`config.mk`:
```
export PLATFORM = sky130hd
export DESIGN_NAME = adc_readout
export DESIGN_NICKNAME = d
export VERILOG_FILES = /design/src/include/adc_readout_pkg.sv /design/src/design/adc_readout.sv
export SDC_FILE = /design/constraint.sdc
export NUM_CORES = 1
export LEC_CHECK = 0
export ABC_AREA = 1
export BUFFER_PORTS_ARGS = -buffer_cell sky130_fd_sc_hd__buf_2
export CORE_MARGIN = 8
export CORE_UTILIZATION = 51
export DETAILED_ROUTE_END_ITERATION = 16
export PLACE_DENSITY_LB_ADDON = 0.15
export SYNTH_ARGS = -nofsm -noshare
export SYNTH_HDL_FRONTEND = slang
export SYNTH_SLANG_ARGS = --single-unit
```
`constraint.sdc`:
```
create_clock -name clk -period 5.5 [get_ports clk]
set_input_delay 0.55 -clock clk [delete_from_list [all_inputs] [get_ports clk]]
set_output_delay 0.55 -clock clk [all_outputs]
set_load 0.01 [all_outputs]
```
`src/include/adc_readout_pkg.sv`:
```
// adc_readout_pkg: constants for the adc channel readout block
// assumes an apb master with 32-bit data and a 10 MHz clock
// Notes on behaviour
// - twelve inputs, gain bits in two registers
// - gain 0 unity, gain 1 times ten
// - channel 22 only when supply enable set
// - channel 24 only when charge enable set
// - charge current as two's complement code
// - channel 25 only when backup enable set
// - backup cell straight binary, two thirds scale
// - battery detect channel 26 needs enable
// - bias bits held inside eight slots, one picked by the channel select register
// - pen touch sets flag, unmasked raises irq
// - position reads give ten-bit coordinate
// - contact reading is drop times two
// - integrator results step sixteen-bit count
// - pen flag is bit 1 at 0x5F
package adc_readout_pkg;
    localparam int ADDR_W = 12;
    // register indices; the byte address is four times the index
    localparam logic [7:0] IDX_CTRL_ONE  = 8'h50;
    localparam logic [7:0] IDX_CTRL_THREE = 8'h52;
    localparam logic [7:0] IDX_CTRL_FOUR = 8'h53;
    localparam logic [7:0] IDX_AUX_CTRL  = 8'h54;
    localparam logic [7:0] IDX_SLOT_BASE = 8'h40;
    localparam logic [7:0] IDX_RESULT    = 8'h58;
    localparam logic [7:0] IDX_CHAN_SEL  = 8'h59;
    localparam logic [7:0] IDX_COUNT     = 8'h5A;
    localparam logic [7:0] IDX_IRQ_STAT  = 8'h5F;
    localparam logic [7:0] IDX_IRQ_MASK  = 8'h60;
    localparam int NUM_SLOTS = 8;
    localparam int NUM_GP    = 12;
    localparam int CODE_W    = 10;
    localparam int COUNT_W   = 16;
    // channel numbers
    localparam logic [4:0] CH_GP_FIRST = 5'h0A;
    localparam logic [4:0] CH_GP_LAST  = 5'h15;
    localparam logic [4:0] CH_SUPPLY   = 5'h16;
    localparam logic [4:0] CH_CHARGE   = 5'h18;
    localparam logic [4:0] CH_BACKUP   = 5'h19;
    localparam logic [4:0] CH_BATDET   = 5'h1A;
    // aux control bit positions
    localparam int BIT_SUPPLY = 0;
    localparam int BIT_CHARGE = 1;
    localparam int BIT_BACKUP = 2;
    localparam int BIT_BATDET = 3;
    // control one bit positions
    localparam int BIT_PEN_EN = 0;
    localparam int BIT_CC_CLR = 1;
    // irq status bit positions
    localparam int BIT_IRQ_PEN  = 1;
    localparam int BIT_IRQ_CONV = 0;
    localparam int IRQ_W = 3;
    // slot field layout: [4:0] channel, [7:5] bias
    localparam int SLOT_W  = 8;
    localparam int BIAS_LO = 5;
    localparam logic [2:0] BIAS_NONE    = 3'h0;
    localparam logic [2:0] BIAS_X_POS   = 3'h1;
    localparam logic [2:0] BIAS_Y_POS   = 3'h2;
    localparam logic [2:0] BIAS_CONTACT = 3'h3;
    localparam logic [9:0] CODE_ZERO = 10'h000;
    localparam logic [9:0] CODE_FULL = 10'h3FF;
    localparam logic [31:0] RD_ZERO  = 32'h0000_0000;
endpackage

```
`src/design/adc_readout.sv`:
```
// adc_readout: register side of the adc channel select and readout
// assumes the analog front end supplies raw codes and integrator steps
//
// Our own choices: the APB register port and the register offsets.
`timescale 1ns/10ps
module adc_readout
    import adc_readout_pkg::*;
(
    // clock and reset
    input  wire logic        clk,
    input  wire logic        nrst,
    // apb slave
    input  wire logic        psel,
    input  wire logic        penable,
    input  wire logic        pwrite,
    input  wire logic [11:0] paddr,
    input  wire logic [31:0] pwdata,
    output logic             pready,
    output logic [31:0]      prdata,
    output logic             pslverr,
    // analog front end
    input  wire logic        convDone,
    input  wire logic [9:0]  rawCode,
    input  wire logic        penSense,
    input  wire logic        ccStep,
    input  wire logic        ccUp,
    // analog controls
    output logic [4:0]       chanSel,
    output logic [2:0]       biasSel,
    output logic [11:0]      gainSel,
    output logic [3:0]       senseEn,
    output logic             penBiasEn,
    output logic             chipIrqOut
);
    logic        rstMeta;
    logic        rstSync;
    logic [7:0]  ctrlOne_reg;
    logic [7:0]  ctrlThree_reg;
    logic [7:0]  ctrlFour_reg;
    logic [7:0]  auxCtrl_reg;
    logic [2:0]  slotIdx_reg;
    logic [SLOT_W-1:0] slot_reg [NUM_SLOTS];
    logic [9:0]  result_reg;
    logic [15:0] charge_count_reg;
    logic [IRQ_W-1:0] irqStat_reg;
    logic [IRQ_W-1:0] irqMask_reg;
    logic        pready_reg;
    logic [31:0] prdata_reg;
    logic        pslverr_reg;
    logic        irq_reg;

    // reset release through two flops
    always_ff @(posedge clk or negedge nrst) begin
        if (!nrst) begin
            rstMeta <= 1'b0;
            rstSync <= 1'b0;
        end else begin
            rstMeta <= 1'b1;
            rstSync <= rstMeta;
        end
    end

    // bus decode
    wire [7:0] word      = paddr[9:2];
    wire       setupPh   = psel && !penable;
    wire       accessPh  = psel && penable && pready_reg;
    wire       wrAcc     = accessPh && pwrite;
    wire       hitSlot   = (word >= IDX_SLOT_BASE) &&
                           (word < IDX_SLOT_BASE + 8'(NUM_SLOTS));
    wire [2:0] slotWr    = 3'(word - IDX_SLOT_BASE);
    wire       hitCtl    = (word == IDX_CTRL_ONE) || (word == IDX_CTRL_THREE) ||
                           (word == IDX_CTRL_FOUR) || (word == IDX_AUX_CTRL) ||
                           (word == IDX_CHAN_SEL) || (word == IDX_IRQ_MASK);
    wire       hitRo     = (word == IDX_RESULT) || (word == IDX_COUNT) ||
                           (word == IDX_IRQ_STAT);
    wire       mapped    = (paddr[11:10] == 2'b00) && (paddr[1:0] == 2'b00) &&
                           (hitSlot || hitCtl || hitRo);
    // result and count refuse writes; status takes write-one-to-clear
    wire       badAcc    = !mapped ||
                           (pwrite && hitRo && (word != IDX_IRQ_STAT));
    wire       wrOk      = wrAcc && !badAcc;

    // current slot drives the analog mux
    wire [SLOT_W-1:0] curSlot = slot_reg[slotIdx_reg];
    wire [4:0]  curChan = curSlot[BIAS_LO-1:0];
    wire [2:0]  curBias = curSlot[SLOT_W-1:BIAS_LO];

    // optional channel gating
    wire chanOff = ((curChan == CH_SUPPLY) && !auxCtrl_reg[BIT_SUPPLY]) ||
                   ((curChan == CH_CHARGE) && !auxCtrl_reg[BIT_CHARGE]) ||
                   ((curChan == CH_BACKUP) && !auxCtrl_reg[BIT_BACKUP]) ||
                   ((curChan == CH_BATDET) && !auxCtrl_reg[BIT_BATDET]);
    // codes pass straight; signed and scaled forms are made in the front end
    wire [9:0] codeNext = chanOff ? CODE_ZERO : rawCode;

    wire [15:0] countNext = ccUp ? charge_count_reg + 16'h0001
                                 : charge_count_reg - 16'h0001;
    wire penEvent  = ctrlOne_reg[BIT_PEN_EN] && penSense;
    wire [IRQ_W-1:0] irqSet = {1'b0, penEvent, convDone};
    wire [IRQ_W-1:0] irqClr = (wrOk && word == IDX_IRQ_STAT) ? pwdata[IRQ_W-1:0]
                                                              : '0;
    wire [IRQ_W-1:0] irqNext = (irqStat_reg & ~irqClr) | irqSet;

    logic [31:0] rdMux;
    always_comb begin
        rdMux = RD_ZERO;
        if (hitSlot)
            rdMux = {24'h000000, slot_reg[slotWr]};
        else
            case (word)
                IDX_CTRL_ONE:   rdMux = {24'h000000, ctrlOne_reg};
                IDX_CTRL_THREE: rdMux = {24'h000000, ctrlThree_reg};
                IDX_CTRL_FOUR:  rdMux = {24'h000000, ctrlFour_reg};
                IDX_AUX_CTRL:   rdMux = {24'h000000, auxCtrl_reg};
                IDX_CHAN_SEL:   rdMux = {29'h00000000, slotIdx_reg};
                IDX_RESULT:     rdMux = {22'h000000, result_reg};
                IDX_COUNT:      rdMux = {16'h0000, charge_count_reg};
                IDX_IRQ_STAT:   rdMux = {29'h00000000, irqStat_reg};
                IDX_IRQ_MASK:   rdMux = {29'h00000000, irqMask_reg};
                default:        rdMux = RD_ZERO;
            endcase
    end

    // apb answer: one wait state, ready on the second access cycle
    always_ff @(posedge clk or negedge rstSync) begin
        if (!rstSync) begin
            pready_reg  <= 1'b0;
            prdata_reg  <= RD_ZERO;
            pslverr_reg <= 1'b0;
        end else begin
            pready_reg  <= psel && penable && !pready_reg;
            pslverr_reg <= psel && penable && !pready_reg && badAcc;
            prdata_reg  <= (psel && penable && !pready_reg && !pwrite && mapped) ? rdMux
                                                                                 : RD_ZERO;
        end
    end

    // control registers
    always_ff @(posedge clk or negedge rstSync) begin
        if (!rstSync) begin
            ctrlOne_reg   <= 8'h00;
            ctrlThree_reg <= 8'h00;
            ctrlFour_reg  <= 8'h00;
            auxCtrl_reg   <= 8'h00;
            slotIdx_reg   <= 3'h0;
            irqMask_reg   <= '0;
        end else if (wrOk) begin
            if (word == IDX_CTRL_ONE)   ctrlOne_reg   <= pwdata[7:0];
            if (word == IDX_CTRL_THREE) ctrlThree_reg <= pwdata[7:0];
            if (word == IDX_CTRL_FOUR)  ctrlFour_reg  <= pwdata[7:0];
            if (word == IDX_AUX_CTRL)   auxCtrl_reg   <= pwdata[7:0];
            if (word == IDX_CHAN_SEL)   slotIdx_reg   <= pwdata[2:0];
            if (word == IDX_IRQ_MASK)   irqMask_reg   <= pwdata[IRQ_W-1:0];
        end else if (ctrlOne_reg[BIT_CC_CLR]) begin
            ctrlOne_reg[BIT_CC_CLR] <= 1'b0;
        end
    end

    // slot registers hold channel and bias together
    genvar gi;
    generate
        for (gi = 0; gi < NUM_SLOTS; gi++) begin : gSlot
            always_ff @(posedge clk or negedge rstSync) begin
                if (!rstSync)
                    slot_reg[gi] <= 8'h00;
                else if (wrOk && hitSlot && slotWr == 3'(gi))
                    slot_reg[gi] <= pwdata[SLOT_W-1:0];
            end
        end
    endgenerate

    // result, counter, status
    always_ff @(posedge clk or negedge rstSync) begin
        if (!rstSync) begin
            result_reg       <= CODE_ZERO;
            charge_count_reg <= 16'h0000;
            irqStat_reg      <= '0;
            irq_reg          <= 1'b0;
        end else begin
            if (convDone)
                result_reg <= codeNext;
            if (ctrlOne_reg[BIT_CC_CLR])
                charge_count_reg <= 16'h0000;
            else if (ccStep)
                charge_count_reg <= countNext;
            irqStat_reg <= irqNext;
            irq_reg     <= |(irqNext & ~irqMask_reg);
        end
    end

    // analog controls
    always_ff @(posedge clk or negedge rstSync) begin
        if (!rstSync) begin
            chanSel   <= 5'h00;
            biasSel   <= BIAS_NONE;
            gainSel   <= 12'h000;
            senseEn   <= 4'h0;
            penBiasEn <= 1'b0;
        end else begin
            chanSel   <= curChan;
            biasSel   <= curBias;
            gainSel   <= {ctrlFour_reg[3:0], ctrlThree_reg};
            senseEn   <= auxCtrl_reg[3:0];
            penBiasEn <= ctrlOne_reg[BIT_PEN_EN];
        end
    end

    assign pready     = pready_reg;
    assign prdata     = prdata_reg;
    assign pslverr    = pslverr_reg;
    assign chipIrqOut = irq_reg;
endmodule

```
==> out/metrics.yaml <==
logic_synthesis:
  synth_cell_types: 52
  yosysTopAreaCellShare_pct: 51.8
  yosys-top-cells-area: "dfrtp_1 (52%), nand2_1 (10%), o21ai_0 (8.7%)"
  ys_seq_area_share_pct: 51.8
  yosys.area.top_type: "dfrtp_1"
  syn_inst: 997
  synth-main-ff-cell: "dfrtp_1"
  syn-cell-area_um2: 8560
  ys_ff_latch: 177
  post_synth.cell_area_avg_um2: 8.58
  synthArstFlopShare_pct: 100
  synth_warnings: 0
  synth_edf_count: 0
setup_path:
  worstPathCellList: "buf_4, clkinv_1, a32o_1, o21ai_0, nand3_1, nand3_1, o21ai_0"
  startpoint_type: "register"
  critPathLaunch: "slotIdx_reg[1]$_DFFE_PN0P_"
  r2r_end: "result_reg[5]$_DFFE_PN0P_"
  cp_slowest_cell: "clkinv_1"
  worstRegToRegCells: 7
  cp.depth: 7
  path_delay_family: "compound AO/OA/AOI/OAI gates"
  regToRegStartpoint: "slotIdx_reg[1]$_DFFE_PN0P_"
  slowest_delay_ps: 600
  crit_arrival_ps: 3330
  crit_buf_inv: 2
  reg2reg_setup_slack_ps: 2470
  crit_fanout: 18
  required_ps: 5800
  path_class: "register to register"
  worstSetupEndpointType: "register"
  endpoint: "result_reg[5]$_DFFE_PN0P_"
clock_network:
  clkLatencyLatePin_ps: 430
  cts_tree: "built"
  clk_path_buf_depth: 2
  cts_hold_buf: 1
  postCtsSetupBuffers: 0
  htree_num_levels: 4
  root_buffer: "clkbuf_16"
  cts_resized: 0
  clk_pin_slew_ps: 70
  cts_sinks: 177
  cts_made_buffers: 17
pwr:
  p_seq_share_pct: 44.1
  power.switching_uw: 927
  swShare_pct: 28.3
  power_density_nw_per_um2: 336
  leakage_nw: 4.79
  totalPowerFinal_mw: 3.27
  combPwrFrac_pct: 16.1
  irDropWorstVdd_mv: 0.227
  intPower_mw: 2.35
  power_frac_clock_pct: 39.8
placed_design:
  place_congestion: 0.904
  io_buffers: 82
  placed_cell_area_um2: 9100
  post-dp-hpwl_um: 16500
routing:
  num_vias: 7419
  drtPass1Iterations: 7
  met2_length_um: 11400
  met1_length_um: 10100
  via_per_inst: 5.68
  wl_met3_um: 1900
  ant_nets: 0
  highest_layer: "met4"
  drc: 0
  drt_iter0_drc: 755
  wirelength_um: 23900
  wire_per_inst_um: 18.3
sta:
  final.setup.tns_ps: 0
  whs_ps: 347
  setup_viol: 0
  grt_setup_unrepaired: "no"
  drv_slew: 0
  period_share_pct: 55.1
  tightest_slew_ps: 976
  post-route-min-period_ps: 3030
  fmax_mhz: 330
  maxSlewHeadroom_pct: 34.9
  skew_ps: 8.96
  hold_violations: 0
cells_and_area:
  final_util_pct: 59.0
  largest_register_ffs: 64
  layout-drive-gt1-share_pct: 13.3
  areaGrowthSynthToFinish_pct: 13.9
  diodes: 0
  nets: 1151
  stdcell_area_um2: 9750
floorplanning:
  core_area_um2: 16500
  dieArea_um2: 21200
  chipWidth_um: 146
  pin_count: 123
  core.rowCount: 47
  start_util_pct: 51.8
  die_height_um: 146
grt:
  gr-usage-all-layers_pct: 22.9
  antenna_found_initial: 0
  grt_pass1_vias: 7308
  grt_start_max_net_pins: 102
  grt_pass1_wl_um: 38500
  grt_overflow: 0
min_path:
  hold_depth: 3
  min_path_type: "primary input to register"
flow_run:
  drv_cap: 0
outcome:
  status: "complete, no violations"
==> placed cells by master, fill, tap and decap left out, types with 17 or more instances in the layout <==
cell / instances
conb_1: 17
inv_1: 84
nand3_1: 32
o22ai_1: 38
clkbuf_16: 17
nor2_1: 51
o21ai_0: 148
nand2_1: 230
a21oi_1: 43
dfrtp_1: 176
o21ai_1: 30
buf_2: 82
==> per-stage QoR <==
step                      std cells  setup slack (ps)
final                          1306              2470
after global routing           1306              2360
after CTS                      1306              2540
after detailed placement       1273              2190
after global placement         1273              2220
after floorplan                1012               203
==> worst register-to-register path, cell delays in order (launching register included) <==
cell and delay [ps]:
dfrtp_1 330, buf_4 260, clkinv_1 600, a32o_1 490, o21ai_0 420, nand3_1 500, nand3_1 200, o21ai_0 100
==> area by class of cell <==
class | count | area [um^2]
flip-flops and latches | 177 | 4430
inverters | 95 | 364
clock buffers | 21 | 460
well taps | 220 | 275
fillers | 1518 | 6780
multi-input cells | 693 | 3560
clock inverters | 11 | 176
repair buffers | 89 | 478
==> cell families after synthesis <==
group | count (synthesis) | share of synthesized area (%)
buf+inv | 142 | 7.32
flops | 177 | 51.8
xor+xnor | 5 | 0.512
other cells | 2 | 0.0878
fa+ha+maj | 15 | 2.28
simple gates | 355 | 18.4
compound gates | 301 | 19.6
==> worst min-delay path by stage <==
stage | from | endpoint | slack (ps)
final | rawCode[9] | result_reg[9]$_DFFE_PN0P_ | 350
after floorplan | nrst | rstMeta$_DFF_PN0_ | 250
after CTS | rawCode[9] | result_reg[9]$_DFFE_PN0P_ | 340
after global placement | nrst | rstMeta$_DFF_PN0_ | 340
after global routing | rawCode[9] | result_reg[9]$_DFFE_PN0P_ | 340
after detailed placement | nrst | rstMeta$_DFF_PN0_ | 340
==> routing by layer <==
layer  track usage, %  up-vias
met2             37.5      314
met5                0        -
met3             5.50       39
met4             7.18        0
met1             29.3     3546
li1                 -     3520
==> power groups by stage <==
stage	clock (mW)	combinational, mW	sequential (mW)
6_report	1.30	0.526	1.44
5_1_grt	1.37	0.614	1.45
4_1_cts	1.32	0.524	1.44
3_5_place_dp	0	0.521	1.46
3_3_place_gp	0	0.511	1.46
2_1_floorplan	0	0.396	1.44
==> synth_stat cells, drive strengths merged, types with 2 or more instances <==
| cell type | n |
|---|---|
| a31oi | 4 |
| inv | 89 |
| o21ai | 178 |
| dfrtp | 177 |
| nand3 | 37 |
| nand4 | 5 |
| clkbuf | 22 |
| a211oi | 4 |
| o31ai | 4 |
| clkinv | 6 |
| nor3 | 15 |
| ha | 14 |
| conb | 2 |
| a221oi | 11 |
| a21o | 2 |
| a21oi | 43 |
| nor4 | 2 |
| o21a | 2 |
| a22o | 2 |
| nand3b | 2 |
| o211ai | 4 |
| xor2 | 5 |
| nor2 | 56 |
| buf | 25 |
| o22ai | 38 |
| nand2 | 236 |
No activity file was read; power rests on OpenSTA's default activity.
